**src/shared/pbm_pkg.sv**
```systemverilog
/*
  pbm_pkg: register map, field layouts, reset values and carrier types for
  the second-PLL and master clock select block.
  Assumes one 32-bit AHB-Lite slave port and word-aligned registers.
*/
package pbm_pkg;

  // register byte offsets
  localparam logic [7:0] PBM_OFS_OSC_CFG = 8'h20;
  localparam logic [7:0] PBM_OFS_PLLB_CFG = 8'h2C;
  localparam logic [7:0] PBM_OFS_MCK_CFG = 8'h30;
  localparam logic [7:0] PBM_OFS_PCK0_CFG = 8'h40;
  localparam logic [7:0] PBM_OFS_PCK_STEP = 8'h04;
  localparam logic [7:0] PBM_OFS_IRQ_EN = 8'h60;
  localparam logic [7:0] PBM_OFS_IRQ_DIS = 8'h64;
  localparam logic [7:0] PBM_OFS_STATUS = 8'h68;
  localparam logic [7:0] PBM_OFS_IRQ_MASK = 8'h6C;

  // field positions
  localparam int PBM_OSC_ENABLE_BIT = 0;
  localparam int PBM_OSC_BYPASS_BIT = 1;
  localparam int PBM_OSC_COUNT_LSB = 8;
  localparam int PBM_REF_DIV_LSB = 0;
  localparam int PBM_LOCKWAIT_LSB = 8;
  localparam int PBM_FREQ_RANGE_LSB = 14;
  localparam int PBM_MULT_LSB = 16;
  localparam int PBM_USB_DIV_LSB = 28;
  localparam int PBM_SRC_SEL_LSB = 0;
  localparam int PBM_PRESCALE_LSB = 2;
  localparam int PBM_MASTER_DIV_LSB = 8;

  // status / mask bit positions
  localparam int PBM_ST_MAIN_OSC = 0;
  localparam int PBM_ST_FIRST_PLL = 1;
  localparam int PBM_ST_SECOND_PLL = 2;
  localparam int PBM_ST_MASTER = 3;
  localparam int PBM_ST_PROG0 = 8;
  localparam int PBM_ST_WIDTH = 12;
  localparam logic [11:0] PBM_ST_IMPL = 12'h0_F0F;

  // counts
  localparam int PBM_NUM_PROG = 4;
  localparam logic [2:0] PBM_OSC_SLOW_MULT_SHIFT = 3'h3; // times eight
  localparam logic [1:0] PBM_READY_EDGES = 2'h2;

  // reset values
  localparam logic [31:0] PBM_RST_ZERO = 32'h0000_0000;
  localparam logic [11:0] PBM_RST_IRQ_EN = 12'h0_00;

  // source selector codes
  typedef enum logic [1:0] {
    PBM_SRC_SLOW = 2'b00,
    PBM_SRC_MAIN = 2'b01,
    PBM_SRC_FIRST_PLL = 2'b10,
    PBM_SRC_SECOND_PLL = 2'b11
  } pbm_src_t;

  // second PLL configuration
  typedef struct packed {
    logic [1:0] usb_clock_divider;
    logic [10:0] second_pll_multiplier;
    logic [1:0] second_pll_freq_range;
    logic [5:0] second_pll_lock_wait;
    logic [7:0] second_pll_input_divider;
  } pbm_pllb_t;

  // master or programmable clock selection
  typedef struct packed {
    logic [1:0] master_division;
    logic [2:0] source_divider_code;
    pbm_src_t clock_source_select;
  } pbm_clk_sel_t;

  // main oscillator control
  typedef struct packed {
    logic [7:0] main_osc_startup_count;
    logic main_osc_bypass;
    logic main_osc_enable;
  } pbm_osc_t;

endpackage

```
**src/rtl/pbm_clk_div.sv**
```systemverilog
/*
  pbm_clk_div: divides a sampled clock level by two to the power of a shift.
  Assumes the source is synchronous to i_clock and well below half its rate.
*/
`timescale 1ns/100ps
`default_nettype none

module pbm_clk_div
  import pbm_pkg::*;
(
  input wire logic i_clock,
  input wire logic i_rst_n,
  input wire logic i_src,
  input wire logic [3:0] i_shift,
  output logic o_clk,
  output logic o_rise
);

  logic src_prev_reg;
  logic [7:0] cnt_reg;
  logic [7:0] cnt_next;

  assign cnt_next = cnt_reg + 8'h01;

  // source edge history
  always_ff @(posedge i_clock) begin
    if (!i_rst_n) begin
      src_prev_reg <= 1'b0;
    end else begin
      src_prev_reg <= i_src;
    end
  end

  // ripple count of source rises; output taps one bit of it
  always_ff @(posedge i_clock) begin
    if (!i_rst_n) begin
      cnt_reg <= 8'h00;
      o_clk <= 1'b0;
    end else if (i_shift == 4'h0) begin
      o_clk <= i_src; // divide by one: pass through, one cycle late
    end else if (i_src && !src_prev_reg) begin
      cnt_reg <= cnt_next;
      o_clk <= cnt_next[i_shift[2:0] - 3'h1];
    end
  end

  // one-cycle pulse on each output rise
  always_ff @(posedge i_clock) begin
    if (!i_rst_n) begin
      o_rise <= 1'b0;
    end else begin
      o_rise <= (i_shift == 4'h0) ? (i_src && !o_clk) :
                (i_src && !src_prev_reg && cnt_next[i_shift[2:0] - 3'h1] && !o_clk);
    end
  end

endmodule

`default_nettype wire

```
**src/rtl/pbm_clock_ctrl.sv**
```systemverilog
/*
  pbm_clock_ctrl: second PLL control, USB divider, master and processor
  clock selection, four programmable clocks, readiness status and masks.
  Assumes all clock inputs are sampled levels synchronous to i_clock and
  slower than half its rate; the second PLL analog core takes the
  reference, multiplier and enable driven here and returns its clock.
*/
//
// Behaviour
// [RULE1] input divider: 0 off, 1 bypass, N divides
// [RULE2] lock flag after programmed slow cycles
// [RULE3] multiplier zero switches second PLL off
// [RULE4] multiplier code plus one drives PLL
// [RULE5] USB divider: 1, 2, 4; 11 reserved
// [RULE6] master source: slow, main, PLL1, PLL2
// [RULE7] processor prescaler divides by two-power code
// [RULE8] master division: 1, 2, 4 of processor
// [RULE9] each programmable clock selects its source
// [RULE10] each programmable clock has own prescaler
// [RULE11] enable register writes ones to enable
// [RULE12] disable register writes ones to disable
// [RULE13] mask reads zero enabled, one disabled
// [RULE14] status shows main oscillator stabilized
// [RULE15] status shows first PLL lock
// [RULE16] status shows second PLL lock
// [RULE17] status shows master clock ready
// [RULE18] status shows four programmable clock readies
// [RULE19] oscillator wait is count times eight
// [RULE20] bypass sets oscillator stable at once
// [RULE21] interrupt while enabled status flag set
// [RULE22] master change clears ready until stable
// [RULE23] software avoids reserved encodings
`timescale 1ns/100ps
`default_nettype none

module pbm_clock_ctrl
  import pbm_pkg::*;
(
  input wire logic i_clock,
  input wire logic i_rst_n,
  input wire logic i_hsel,
  input wire logic [31:0] i_haddr,
  input wire logic [1:0] i_htrans,
  input wire logic i_hwrite,
  input wire logic [2:0] i_hsize,
  input wire logic [31:0] i_hwdata,
  input wire logic i_hready,
  output logic o_hreadyout,
  output logic o_hresp,
  output logic [31:0] o_hrdata,
  input wire logic i_slow_clock,
  input wire logic i_main_clock,
  input wire logic i_first_pll_clock,
  input wire logic i_first_pll_locked,
  input wire logic i_second_pll_clock,
  output logic o_main_osc_enable,
  output logic o_main_osc_bypass,
  output logic o_pllb_ref_clock,
  output logic o_pllb_enable,
  output logic [10:0] o_pllb_multiplier,
  output logic [1:0] o_pllb_freq_range,
  output logic o_usb_clock,
  output logic o_proc_clock,
  output logic o_master_clock,
  output logic [3:0] o_prog_clock,
  output logic o_irq
);

  // pick one of the four sources by the shared selector encoding
  function automatic logic pick_source(input pbm_src_t sel, input logic slow,
                                       input logic main, input logic pll1, input logic pll2);
    case (sel)
      PBM_SRC_SLOW: pick_source = slow;
      PBM_SRC_MAIN: pick_source = main;
      PBM_SRC_FIRST_PLL: pick_source = pll1;
      PBM_SRC_SECOND_PLL: pick_source = pll2;
      default: pick_source = 1'b0;
    endcase
  endfunction

  // match a word address against a register offset
  function automatic logic hit(input logic [7:0] addr, input logic [7:0] ofs);
    hit = (addr[7:2] == ofs[7:2]);
  endfunction

  // bus state
  logic wr_pend_reg;
  logic rd_pend_reg;
  logic [7:0] addr_reg;
  logic addr_phase;
  logic wr_now;

  // configuration
  pbm_osc_t osc_reg;
  pbm_pllb_t pllb_reg;
  pbm_clk_sel_t mck_reg;
  pbm_clk_sel_t pck_reg [PBM_NUM_PROG];
  logic [11:0] irq_en_reg;

  // status state
  logic main_stable_reg;
  logic [10:0] osc_cnt_reg;
  logic pllb_locked_reg;
  logic [5:0] lock_cnt_reg;
  logic mck_ready_reg;
  logic [1:0] mck_edges_reg;
  logic [3:0] pck_ready_reg;
  logic [1:0] pck_edges_reg [PBM_NUM_PROG];
  logic [11:0] status;

  // clock edges and dividers
  logic slow_prev_reg;
  logic main_prev_reg;
  logic slow_rise;
  logic main_rise;
  logic [7:0] second_pll_input_divider_cnt_reg;
  logic mck_src;
  logic proc_rise;
  logic mck_rise;
  logic [3:0] pck_rise;
  logic [3:0] pck_src;

  assign addr_phase = i_hsel && i_htrans[1] && i_hready;
  assign wr_now = wr_pend_reg;
  assign slow_rise = i_slow_clock && !slow_prev_reg;
  assign main_rise = i_main_clock && !main_prev_reg;

  // AHB-Lite address phase capture; reads take one wait state so that
  // a read right after a write sees the written value
  always_ff @(posedge i_clock) begin
    if (!i_rst_n) begin
      wr_pend_reg <= 1'b0;
      rd_pend_reg <= 1'b0;
      addr_reg <= 8'h00;
      o_hreadyout <= 1'b1;
    end else begin
      wr_pend_reg <= addr_phase && i_hwrite;
      if (addr_phase) begin
        addr_reg <= i_haddr[7:0];
      end
      rd_pend_reg <= addr_phase && !i_hwrite;
      o_hreadyout <= !(addr_phase && !i_hwrite);
    end
  end

  // response is always OKAY
  always_ff @(posedge i_clock) begin
    if (!i_rst_n) begin
      o_hresp <= 1'b0;
    end else begin
      o_hresp <= 1'b0;
    end
  end

  // read data; unmapped and write-only offsets read as zero
  always_ff @(posedge i_clock) begin
    if (!i_rst_n) begin
      o_hrdata <= PBM_RST_ZERO;
    end else if (rd_pend_reg) begin
      o_hrdata <= PBM_RST_ZERO;
      if (hit(addr_reg, PBM_OFS_OSC_CFG)) begin
        o_hrdata[15:0] <= {osc_reg.main_osc_startup_count, 6'h00,
                           osc_reg.main_osc_bypass, osc_reg.main_osc_enable};
      end
      if (hit(addr_reg, PBM_OFS_PLLB_CFG)) begin
        o_hrdata[29:28] <= pllb_reg.usb_clock_divider;
        o_hrdata[26:16] <= pllb_reg.second_pll_multiplier;
        o_hrdata[15:0] <= pllb_reg[15:0];
      end
      if (hit(addr_reg, PBM_OFS_MCK_CFG)) begin
        o_hrdata[9:0] <= {mck_reg.master_division, 3'h0, mck_reg.source_divider_code,
                          mck_reg.clock_source_select};
      end
      for (int k = 0; k < PBM_NUM_PROG; k++) begin
        if (hit(addr_reg, PBM_OFS_PCK0_CFG + 8'(k * 4))) begin
          o_hrdata[4:0] <= {pck_reg[k].source_divider_code, pck_reg[k].clock_source_select};
        end
      end
      if (hit(addr_reg, PBM_OFS_STATUS)) begin
        o_hrdata[11:0] <= status; // [RULE14] [RULE15] [RULE16] [RULE17] [RULE18]
      end
      if (hit(addr_reg, PBM_OFS_IRQ_MASK)) begin
        o_hrdata[11:0] <= ~irq_en_reg & PBM_ST_IMPL; // [RULE13]
      end
    end
  end

  // configuration writes land at the end of the data phase
  always_ff @(posedge i_clock) begin
    if (!i_rst_n) begin
      osc_reg <= '0;
      pllb_reg <= '0;
      mck_reg <= '0;
      for (int k = 0; k < PBM_NUM_PROG; k++) begin
        pck_reg[k] <= '0;
      end
    end else if (wr_now) begin
      if (hit(addr_reg, PBM_OFS_OSC_CFG)) begin
        osc_reg <= {i_hwdata[15:8], i_hwdata[1], i_hwdata[0]};
      end
      if (hit(addr_reg, PBM_OFS_PLLB_CFG)) begin
        pllb_reg <= {i_hwdata[29:28], i_hwdata[26:16], i_hwdata[15:0]};
      end
      if (hit(addr_reg, PBM_OFS_MCK_CFG)) begin
        mck_reg <= {i_hwdata[9:8], i_hwdata[4:0]};
      end
      for (int k = 0; k < PBM_NUM_PROG; k++) begin
        if (hit(addr_reg, PBM_OFS_PCK0_CFG + 8'(k * 4))) begin
          pck_reg[k] <= {2'b00, i_hwdata[4:0]};
        end
      end
    end
  end

  // interrupt enable bits, set by enable writes, cleared by disable writes
  always_ff @(posedge i_clock) begin
    if (!i_rst_n) begin
      irq_en_reg <= PBM_RST_IRQ_EN;
    end else if (wr_now && hit(addr_reg, PBM_OFS_IRQ_EN)) begin
      irq_en_reg <= irq_en_reg | (i_hwdata[11:0] & PBM_ST_IMPL); // [RULE11]
    end else if (wr_now && hit(addr_reg, PBM_OFS_IRQ_DIS)) begin
      irq_en_reg <= irq_en_reg & ~i_hwdata[11:0]; // [RULE12]
    end
  end

  // source edge history for slow and main clocks
  always_ff @(posedge i_clock) begin
    if (!i_rst_n) begin
      slow_prev_reg <= 1'b0;
      main_prev_reg <= 1'b0;
    end else begin
      slow_prev_reg <= i_slow_clock;
      main_prev_reg <= i_main_clock;
    end
  end

  // main oscillator start-up wait, counted in slow clock rises
  always_ff @(posedge i_clock) begin
    if (!i_rst_n) begin
      main_stable_reg <= 1'b0;
      osc_cnt_reg <= 11'h000;
    end else if (wr_now && hit(addr_reg, PBM_OFS_OSC_CFG)) begin
      main_stable_reg <= i_hwdata[PBM_OSC_BYPASS_BIT]; // [RULE20]
      osc_cnt_reg <= {3'h0, i_hwdata[15:8]} << PBM_OSC_SLOW_MULT_SHIFT; // [RULE19]
    end else if (osc_reg.main_osc_bypass) begin
      main_stable_reg <= 1'b1; // [RULE20]
    end else if (osc_reg.main_osc_enable && !main_stable_reg) begin
      if (osc_cnt_reg == 11'h000) begin
        main_stable_reg <= 1'b1; // [RULE14] [RULE19]
      end else if (slow_rise) begin
        osc_cnt_reg <= osc_cnt_reg - 11'h001;
      end
    end
  end

  // second PLL lock wait restarts on every write to its register
  always_ff @(posedge i_clock) begin
    if (!i_rst_n) begin
      pllb_locked_reg <= 1'b0;
      lock_cnt_reg <= 6'h00;
    end else if (wr_now && hit(addr_reg, PBM_OFS_PLLB_CFG)) begin
      pllb_locked_reg <= 1'b0;
      lock_cnt_reg <= i_hwdata[13:8]; // [RULE2]
    end else if (pllb_reg.second_pll_multiplier == 11'h000) begin
      pllb_locked_reg <= 1'b0; // [RULE3] switched off never locks
    end else if (!pllb_locked_reg) begin
      if (lock_cnt_reg == 6'h00) begin
        pllb_locked_reg <= 1'b1; // [RULE2] [RULE16]
      end else if (slow_rise) begin
        lock_cnt_reg <= lock_cnt_reg - 6'h01;
      end
    end
  end

  // input divider of the second PLL, counted on main clock rises
  always_ff @(posedge i_clock) begin
    if (!i_rst_n) begin
      second_pll_input_divider_cnt_reg <= 8'h00;
      o_pllb_ref_clock <= 1'b0;
    end else begin
      case (pllb_reg.second_pll_input_divider)
        8'h00: o_pllb_ref_clock <= 1'b0; // [RULE1]
        8'h01: o_pllb_ref_clock <= i_main_clock; // [RULE1]
        default: begin
          if (main_rise) begin
            second_pll_input_divider_cnt_reg <= (second_pll_input_divider_cnt_reg >= pllb_reg.second_pll_input_divider - 8'h01) ?
                            8'h00 : second_pll_input_divider_cnt_reg + 8'h01;
          end
          o_pllb_ref_clock <= (second_pll_input_divider_cnt_reg < (pllb_reg.second_pll_input_divider >> 1)); // [RULE1]
        end
      endcase
    end
  end

  // controls to the second PLL analog core and main oscillator
  always_ff @(posedge i_clock) begin
    if (!i_rst_n) begin
      o_pllb_enable <= 1'b0;
      o_pllb_multiplier <= 11'h000;
      o_pllb_freq_range <= 2'h0;
      o_main_osc_enable <= 1'b0;
      o_main_osc_bypass <= 1'b0;
    end else begin
      o_pllb_enable <= (pllb_reg.second_pll_multiplier != 11'h000); // [RULE3]
      o_pllb_multiplier <= pllb_reg.second_pll_multiplier; // [RULE4] core runs at ref times this plus one
      o_pllb_freq_range <= pllb_reg.second_pll_freq_range;
      o_main_osc_enable <= osc_reg.main_osc_enable;
      o_main_osc_bypass <= osc_reg.main_osc_bypass;
    end
  end

  // USB clock from the second PLL output; code 11 divides by eight
  pbm_clk_div u_usb_div (
    .i_clock(i_clock),
    .i_rst_n(i_rst_n),
    .i_src(i_second_pll_clock),
    .i_shift({2'b00, pllb_reg.usb_clock_divider}), // [RULE5] [RULE23]
    .o_clk(o_usb_clock),
    .o_rise()
  );

  // master path: source select, processor prescaler, master division
  assign mck_src = pick_source(mck_reg.clock_source_select, i_slow_clock, i_main_clock,
                               i_first_pll_clock, i_second_pll_clock); // [RULE6]

  pbm_clk_div u_proc_div (
    .i_clock(i_clock),
    .i_rst_n(i_rst_n),
    .i_src(mck_src),
    .i_shift({1'b0, mck_reg.source_divider_code}), // [RULE7]
    .o_clk(o_proc_clock),
    .o_rise(proc_rise)
  );

  pbm_clk_div u_mck_div (
    .i_clock(i_clock),
    .i_rst_n(i_rst_n),
    .i_src(o_proc_clock),
    .i_shift({2'b00, mck_reg.master_division}), // [RULE8]
    .o_clk(o_master_clock),
    .o_rise(mck_rise)
  );

  // master ready drops on a new setting and returns after two clean edges
  always_ff @(posedge i_clock) begin
    if (!i_rst_n) begin
      mck_ready_reg <= 1'b0;
      mck_edges_reg <= 2'h0;
    end else if (wr_now && hit(addr_reg, PBM_OFS_MCK_CFG)) begin
      mck_ready_reg <= 1'b0; // [RULE22]
      mck_edges_reg <= 2'h0;
    end else if (mck_rise && !mck_ready_reg) begin
      mck_edges_reg <= mck_edges_reg + 2'h1;
      mck_ready_reg <= (mck_edges_reg + 2'h1 == PBM_READY_EDGES); // [RULE17] [RULE22]
    end
  end

  // programmable clocks, each with own selector, prescaler and ready flag
  for (genvar g = 0; g < PBM_NUM_PROG; g++) begin : g_prog
    assign pck_src[g] = pick_source(pck_reg[g].clock_source_select, i_slow_clock, i_main_clock,
                                    i_first_pll_clock, i_second_pll_clock); // [RULE9]

    pbm_clk_div u_pck_div (
      .i_clock(i_clock),
      .i_rst_n(i_rst_n),
      .i_src(pck_src[g]),
      .i_shift({1'b0, pck_reg[g].source_divider_code}), // [RULE10]
      .o_clk(o_prog_clock[g]),
      .o_rise(pck_rise[g])
    );

    // same settle rule as the master clock
    always_ff @(posedge i_clock) begin
      if (!i_rst_n) begin
        pck_ready_reg[g] <= 1'b0;
        pck_edges_reg[g] <= 2'h0;
      end else if (wr_now && hit(addr_reg, PBM_OFS_PCK0_CFG + 8'(g * 4))) begin
        pck_ready_reg[g] <= 1'b0;
        pck_edges_reg[g] <= 2'h0;
      end else if (pck_rise[g] && !pck_ready_reg[g]) begin
        pck_edges_reg[g] <= pck_edges_reg[g] + 2'h1;
        pck_ready_reg[g] <= (pck_edges_reg[g] + 2'h1 == PBM_READY_EDGES); // [RULE18]
      end
    end
  end

  // live status word
  assign status = {pck_ready_reg, 4'h0, mck_ready_reg, pllb_locked_reg,
                   i_first_pll_locked, main_stable_reg}; // [RULE15]

  // single level interrupt; follows status, not sticky
  always_ff @(posedge i_clock) begin
    if (!i_rst_n) begin
      o_irq <= 1'b0;
    end else begin
      o_irq <= |(status & irq_en_reg); // [RULE21]
    end
  end

endmodule

`default_nettype wire

```
**config.mk**
```make
export PLATFORM = sky130hd
export DESIGN_NAME = pbm_clock_ctrl
export DESIGN_NICKNAME = d
export VERILOG_FILES = /design/src/shared/pbm_pkg.sv /design/src/rtl/pbm_clk_div.sv /design/src/rtl/pbm_clock_ctrl.sv
export SDC_FILE = /design/constraint.sdc
export NUM_CORES = 1
export LEC_CHECK = 0
export BUFFER_PORTS_ARGS = -buffer_cell sky130_fd_sc_hd__buf_2
export CORE_MARGIN = 4
export CORE_UTILIZATION = 60
export CTS_BUF_LIST = sky130_fd_sc_hd__clkbuf_8
export DETAILED_ROUTE_END_ITERATION = 10
export PLACE_DENSITY = 0.82
export SYNTH_ARGS = -nofsm -noshare
export SYNTH_HDL_FRONTEND = slang
export SYNTH_SLANG_ARGS = --single-unit
```
**constraint.sdc**
```tcl
create_clock -name i_clock -period 2.5 [get_ports i_clock]
set_clock_uncertainty 0.1 [all_clocks]
set_input_delay 0.25 -clock i_clock [delete_from_list [all_inputs] [get_ports i_clock]]
set_output_delay 0.25 -clock i_clock [all_outputs]
set_load 0.005 [all_outputs]
```
==> summary.txt, run 1 <==
Outcome
  • Outcome: complete, no violations

STA
  • Final number of setup-violating endpoints: 0
  • Setup TNS Final: 0 ns
  • Final hold slack: 0.0494 ns
  • Slew margin rel.: roughly half
  • Crit path time final: approximately 2.4 ns
  • Worst slew pin tran: ~0.74 ns
  • Fin crit share: 94.6%
  • RSZ-0062 raised after global routing: no
  • Fin. max-slew vios: 0
  • Fmax: roughly 420 MHz
  • Fin. Hold Viols: 0

Clocking
  • H-tree depth: 2
  • Clock buffer depth: 3
  • Clock transition at the registers of the reported paths: approximately 0.06 ns
  • Clock sinks: 241
  • # Post-CTS Setup Buffers: 0
  • Clk Latency, worst-skew pair: 0.54 ns
  • Clock buffer count from CTS: 39
  • CTS tree: done
  • Root Buffer Master: clkbuf_8

Power
  • Total power: 7.84 mW
  • Leakage: 5.31 nW
  • Worst vdd ir: about 0.48 mV
  • PD cells: 584 mW/mm^2

Critical path
  • Critical path class: flop to flop
  • Worst R2R End: second_pll_input_divider_cnt_reg[5]
  • Reg-to-reg slack, setup: roughly 0.14 ns
  • Slowest-stage cell, CP: dfxtp_1
  • Critical R2R Launch: pllb_reg[3]
  • Worst setup path endpoint: second_pll_input_divider_cnt_reg[5]
  • R2r worst-path depth: 9
  • Largest fanout on the critical path: 8
  • Worst setup SP type: flop
  • Endpoint class of the critical path: flop
  • Max stage delay on crit path: between 0.3 and 0.4 ns
  • CP required: approximately 2.9 ns
  • Setup crit start: pllb_reg[3]
  • CP arrival: 2.71 ns
  • Cell breakdown of the critical path: nor4_4, nand4_1, xnor2_1, ha_1, a211oi_1, nand2_1, a31oi_1, a21oi_2, nor3_1

Yosys
  • Mean post-synth cell area: around 8.9 um^2
  • Synthesized cell area: 0.0115 mm^2
  • Syn. warnings: 0
  • Yosys cell types: about 70
  • Synth async-reset ratio: 0%
  • Post-synthesis sequential area ratio: 44.3%
  • Most used flip-flop cell after synthesis: dfxtp_1
  • #FFs+latches synth: about 240
  • EDFF count, synth: 28
  • Post-synthesis cell count: around 1300

Floorplanning
  • Row Count: 50
  • Core area: between 0.015 and 0.02 mm^2
  • Initial Util: ~61%
  • I/O Pins: 138
  • Die Span Y: roughly 150 um
  • Die footprint: 0.0215 mm^2
  • Die X-Extent: about 150 um

Global routing
  • Grt ovf: 0
  • Initial antenna violation count: 0
  • Vias in the first global route: just under 10000
  • First-pass GRT wire length: about 47 mm
  • GRT Total Usage: around a quarter
  • Largest net degree at the start of global routing: 49

Routing
  • Routed Antenna Nets: 0
  • Vias per cell: approximately 5.9
  • Vias: 10032
  • Final Routed Wirelength: a little under 30 mm
  • DR DRC count: 0
  • Routed len/inst: 17.0 um
  • First drt pass iteration count: 6
  • DR iter-0 viols: around 760

Worst hold path
  • Hold Crit Depth: 3
  • Hold WC Path Type: input port to flop

Finish
  • Largest register FFs: 32
  • Area Overhead vs Synth: 16.6%
  • Commonest non-fill, non-tap cell in the layout: dfxtp_1
  • Share of post-route cells with drive strength above 1: 14.8%
  • Commonest non-fill, non-tap cells in the layout: dfxtp_1 (212), nand2_1 (173), a21oi_1 (112)
  • Antenna diodes: 0
  • Nets@finish: between 1500 and 2000

Placed design
  • Detailed placement HPWL: between 15 and 20 mm
  • I/O Buffers: 100
  • Gp weighted congestion: approximately 0.90

Flow run
  • MaxCap Viol Count: 0
-- final cells by class --
cell class,instances,area [um^2]
clock inverter,25,160
sequential,241,5110
fill,1350,5350
timing repair buffer,174,1190
multi-input combinational,930,5870
tap,234,293
inverter,50,190
clock buffer,44,606
-- timing repair --
action	in CTS	in global routing
resized for setup	0	4
hold buffers	38	0
setup endpoints to repair	0	8
endpoints found under the hold margin	79	0
-- where the power goes --
part / internal [mW] / leakage (nW) / switching (mW) / total, mW
Combinational: 0.201 / 2.85 / 0.262 / 0.463
Sequential: 3.98 / 2.01 / 0.0667 / 4.05
Clock: 1.82 / 0.448 / 1.51 / 3.33
-- routing by layer --
metal	GRT usage [%]	wire length, um	vias up
met5	0	0	-
met4	11.2	999	0
met3	5.21	2090	78
met2	43.8	13800	393
met1	33.3	12000	4711
li1	-	-	4850
-- worst max-delay path: cells and delay by family (launching register included) --
family | cells | cell delay, ns
and+or+nand+nor | 4 | 0.76
AOI/OAI and AO/OA | 3 | 0.60
DFF | 1 | 0.38
adders and majority gates | 1 | 0.29
xor gates and xnor gates | 1 | 0.14
-- worst min path at each step --
stage	from	end	slack, ns
3_3_place_gp	g_prog[2].u_pck_div.o_clk	g_prog[2].u_pck_div.o_rise	0.33
3_5_place_dp	g_prog[2].u_pck_div.o_clk	g_prog[2].u_pck_div.o_rise	0.32
6_report	i_main_clock	main_prev_reg	0.05
2_1_floorplan	i_hwrite	rd_pend_reg	0.24
4_1_cts	i_main_clock	main_prev_reg	0.02
5_1_grt	i_rst_n	osc_cnt_reg[3]	0.05
-- logic make-up (layout without fill, tap and decap cells) --
logic type / after synthesis / in the layout / synth area share (%)
xor gates and xnor gates: 75 / 75 / 5.71
DFF: 241 / 241 / 44.3
AOI/OAI and AO/OA: 273 / 273 / 15.3
muxes: 22 / 22 / 2.92
buffers and inverters: 129 / 293 / 4.88
adders and majority gates: 44 / 44 / 4.78
other: 1 / 4 / 0.0326
and+or+nand+nor: 512 / 512 / 22.1
-- synth_stat cells, drive strengths merged, types with 6 or more instances --
| library cell | count | share of area, % |
|---|---|---|
| nand3 | 45 | 2.0 |
| nor3 | 36 | 1.6 |
| clkbuf | 39 | 1.3 |
| and2 | 28 | 1.5 |
| mux2i | 10 | 0.87 |
| a22oi | 15 | 0.98 |
| nand4 | 18 | 0.98 |
| nor2b | 14 | 0.76 |
| ha | 44 | 4.8 |
| xnor2 | 43 | 3.3 |
| o21ai | 39 | 1.7 |
| a311oi | 6 | 0.61 |
| nor2 | 96 | 3.2 |
| nor4 | 10 | 0.60 |
| a31oi | 8 | 0.43 |
| buf | 40 | 2.0 |
| a211oi | 24 | 1.6 |
| a41oi | 6 | 0.46 |
| or3 | 9 | 0.49 |
| nand2b | 24 | 1.3 |
| dfxtp | 213 | 37 |
| mux4 | 9 | 1.8 |
| a21oi | 113 | 4.9 |
| a221oi | 7 | 0.53 |
| xor2 | 32 | 2.4 |
| a22o | 18 | 1.4 |
| and4 | 6 | 0.46 |
| nand2 | 173 | 5.6 |
| and3 | 33 | 1.8 |
| edfxtp | 28 | 7.3 |
| inv | 50 | 1.6 |
-- metrics by stage --
stage	std cells	worst slack [ns]	util, %	instance area, um^2
final	1698	0.135	71.5	13400
after global routing	1698	0.0120	71.5	13400
after CTS	1698	0.0188	71.4	13400
after detailed placement	1591	0.0701	65.3	12300
after global placement	1591	0.134	65.3	12300
after floorplan	1300	0.321	-	11500
(Power assumes the default switching activity.)
==> run 2: changes to the inputs <==
--- a/config.mk
+++ b/config.mk
@@ -5,12 +5,14 @@
 export SDC_FILE = /design/constraint.sdc
 export NUM_CORES = 1
 export LEC_CHECK = 0
-export BUFFER_PORTS_ARGS = -buffer_cell sky130_fd_sc_hd__buf_2
 export CORE_MARGIN = 4
-export CORE_UTILIZATION = 60
+export CORE_UTILIZATION = 65
 export CTS_BUF_LIST = sky130_fd_sc_hd__clkbuf_8
+export CTS_CLUSTER_DIAMETER = 100
 export DETAILED_ROUTE_END_ITERATION = 10
-export PLACE_DENSITY = 0.82
+export DONT_BUFFER_PORTS = 1
+export HOLD_SLACK_MARGIN = 0.05
+export PLACE_DENSITY = 0.81
 export SYNTH_ARGS = -nofsm -noshare
 export SYNTH_HDL_FRONTEND = slang
 export SYNTH_SLANG_ARGS = --single-unit
==> run 2 against run 1 <==
- the flow now finishes with violations (setup timing)
- die area down 7.3%
- power decreased by 1.9%
- cell count fell by 5.8%
- worst setup slack got worse by 0.14 ns
- non-clock buffer count fell by 90
- sequential power hardly changed
- via count is 2.5% lower
- design area down 3.1%
- largest power group unchanged
- clock power fell by 3%
==> summary.txt, run 2 (same netlist as run 1, synthesis figures left out) <==
Outcome
  • Outcome: complete, but fails checks
  • Failing checks: setup timing

Power
  • PD cells: 591 mW/mm^2 (+1.2%)
  • Power share of the clock group: 41.8% (-0.7 points)
  • Combinational power share: 5.5% (-0.4 points)
  • Sw Ratio: 23.9% (+0.45 points)
  • Pint: 5.85 mW (-2.5%)
  • Leakage: 4.87 nW (-8.3%)
  • NetSw: 1.84 mW (about the same)
  • Total power: 7.69 mW (-1.9%)
  • Worst vdd ir: 0.516 mV (+6.4%)
  • Reg power frac: 52.6% (+1.0 points)

Clocking
  • CTS tree: done
  • H-tree depth: 2 (unchanged)
  • Clock buffer depth: 3 (unchanged)
  • Clk Latency, worst-skew pair: 0.54 ns (about the same)
  • # Post-CTS Setup Buffers: 0 (unchanged)
  • Clock sinks: 241 (unchanged)
  • Clock transition at the registers of the reported paths: 0.06 ns (about the same)
  • Root Buffer Master: clkbuf_8
  • Clock buffer count from CTS: 39 (unchanged)

Floorplanning
  • Row Count: 48 (-4.0%)
  • Core area: 0.0174 mm^2 (-7.5%)
  • Die footprint: 0.0199 mm^2 (-7.3%)
  • Die X-Extent: 141 um (-3.7%)
  • Initial Util: 66.3% (+5.0 points)
  • Die Span Y: 141 um (-3.7%)
  • I/O Pins: 138 (unchanged)

Finish
  • Area Overhead vs Synth: 13.0%
  • Share of post-route cells with drive strength above 1: 8.24% (-6.6 points)
  • Commonest non-fill, non-tap cells in the layout: dfxtp_1 (212), nand2_1 (173), a21oi_1 (112)
  • Post-layout util: 74.9% (+3.4 points)
  • Largest register FFs: 32 (unchanged)
  • Layout Cells excl Fill: 1599 (-5.8%)
  • Commonest non-fill, non-tap cell in the layout: dfxtp_1
  • Fill count: 1231 (-8.8%)
  • Final design area excluding fillers: 0.0130 mm^2 (-3.1%)
  • Nets@finish: 1469 (-5.8%)

Routing
  • DR DRC count: 0 (unchanged)
  • Vias: 9784 (-2.5%)
  • First drt pass iteration count: 7 (+1)
  • DR iter-0 viols: 677 (-11%)
  • Vias per cell: 6.12 (+3.6%)
  • Met3 routed WL: 2.41 mm (+16%)
  • Routed Antenna Nets: 0 (unchanged)
  • Length of routed met2 wiring: 13.6 mm (-1.3%)
  • Routed len/inst: 18.3 um (+7.2%)
  • Metal-1 WL: 11.8 mm (-1.7%)
  • Top layer reached by signal wires: met4
  • Final Routed Wirelength: 29.2 mm (+0.93%)

Global routing
  • Grt ovf: 0 (unchanged)
  • Vias in the first global route: 9357 (-4.6%)
  • Initial antenna violation count: 2 (+2)
  • First-pass GRT wire length: 47.3 mm (about the same)
  • Largest net degree at the start of global routing: 77 (+57%)
  • GRT Total Usage: 28.9% (+2.7 points)

STA
  • Crit path time final: 2.50 ns (+0.136 ns)
  • Fin crit share: 100% (+5.5 points)
  • Fin. Hold Viols: 0 (unchanged)
  • Final worst slack: -0.00138 ns (-0.136 ns)
  • Worst slew pin tran: 0.696 ns (-0.0479 ns)
  • Fmax: 400 MHz (-5.5%)
  • Fin. max-slew vios: 0 (unchanged)
  • Slew margin rel.: 53.5% (+3.2 points)
  • Setup TNS Final: -0.00138 ns (-0.00138 ns)
  • Final hold slack: 0.0829 ns (+0.0335 ns)
  • Final number of setup-violating endpoints: 1 (+1)

Placed design
  • Cell Area, Placed: 0.0117 mm^2 (-4.6%)
  • Place WS: 0.177 ns (+0.107 ns)
  • Gp weighted congestion: 0.905 (about the same)
  • I/O Buffers: 0 (-100%)
  • Detailed placement HPWL: 18.8 mm (-4.8%)
  • Placed Cells: 1477 (-7.2%)

Critical path
  • CP arrival: 2.85 ns (+0.14 ns)
  • Largest fanout on the critical path: 8 (unchanged)
  • Endpoint class of the critical path: flop
  • Worst setup SP type: flop
  • CP required: 2.85 ns (about the same)
  • Critical path class: flop to flop

Worst hold path
  • Hold WC Path Type: input port to flop

Flow run
  • MaxCap Viol Count: 0 (unchanged)
## run 2: worst paths after layout
path	end	depth (start not counted)	start	slack (ns)
worst max register to register	second_pll_input_divider_cnt_reg[6]	9	pllb_reg[3]	-0.001
worst min register to register	osc_reg[6]	2	osc_reg[6]	0.36
worst min-delay path	g_prog[1].u_pck_div.src_prev_reg	2	i_slow_clock	0.08
worst max-delay path	second_pll_input_divider_cnt_reg[6]	9	pllb_reg[3]	-0.001
## run 2: power by group through the flow
| stage | Sequential, mW | Clock (mW) | Combinational, mW |
|---|---|---|---|
| 4_1_cts | 4.05 | 3.27 | 0.416 |
| 3_5_place_dp | 4.13 | 0 | 0.305 |
| 6_report | 4.05 | 3.22 | 0.426 |
| 2_1_floorplan | 4.10 | 0 | 0.276 |
| 5_1_grt | 4.05 | 3.43 | 0.470 |
| 3_3_place_gp | 4.13 | 0 | 0.297 |
## run 2: per-layer routing
metal | vias to the layer above | global-route usage, %
li1 | 4676 | -
met1 | 4590 | 37.0
met2 | 407 | 46.1
met3 | 111 | 6.68
met4 | 0 | 14.2
met5 | - | 0
## run 2: what timing repair did
action,4_1_cts,5_1_grt
hold buffers,53,0
setup endpoints to repair,0,9
resized for setup,0,6
endpoints found under the hold margin,216,0
## run 2: area by class of cell
type	count	area [um^2]	share of cell area, %
Clock buffer	47	647	4.97
Multi-Input combinational cell	930	5890	45.2
Timing Repair Buffer	84	808	6.21
Tap cell	225	282	2.16
Antenna cell	2	5.00	0.0385
Inverter	50	190	1.46
Clock inverter	20	83.8	0.644
Sequential cell	241	5110	39.3
## run 2: worst max-delay path, stage by stage, from the launching register on
cell      delay (ns)
dfxtp_1         0.40
nor4_4          0.33
nand4_1         0.17
xnor2_1         0.16
ha_1            0.31
a211oi_1        0.31
nand2_1         0.10
a31oi_2         0.20
a21oi_4         0.12
nor3_1          0.20
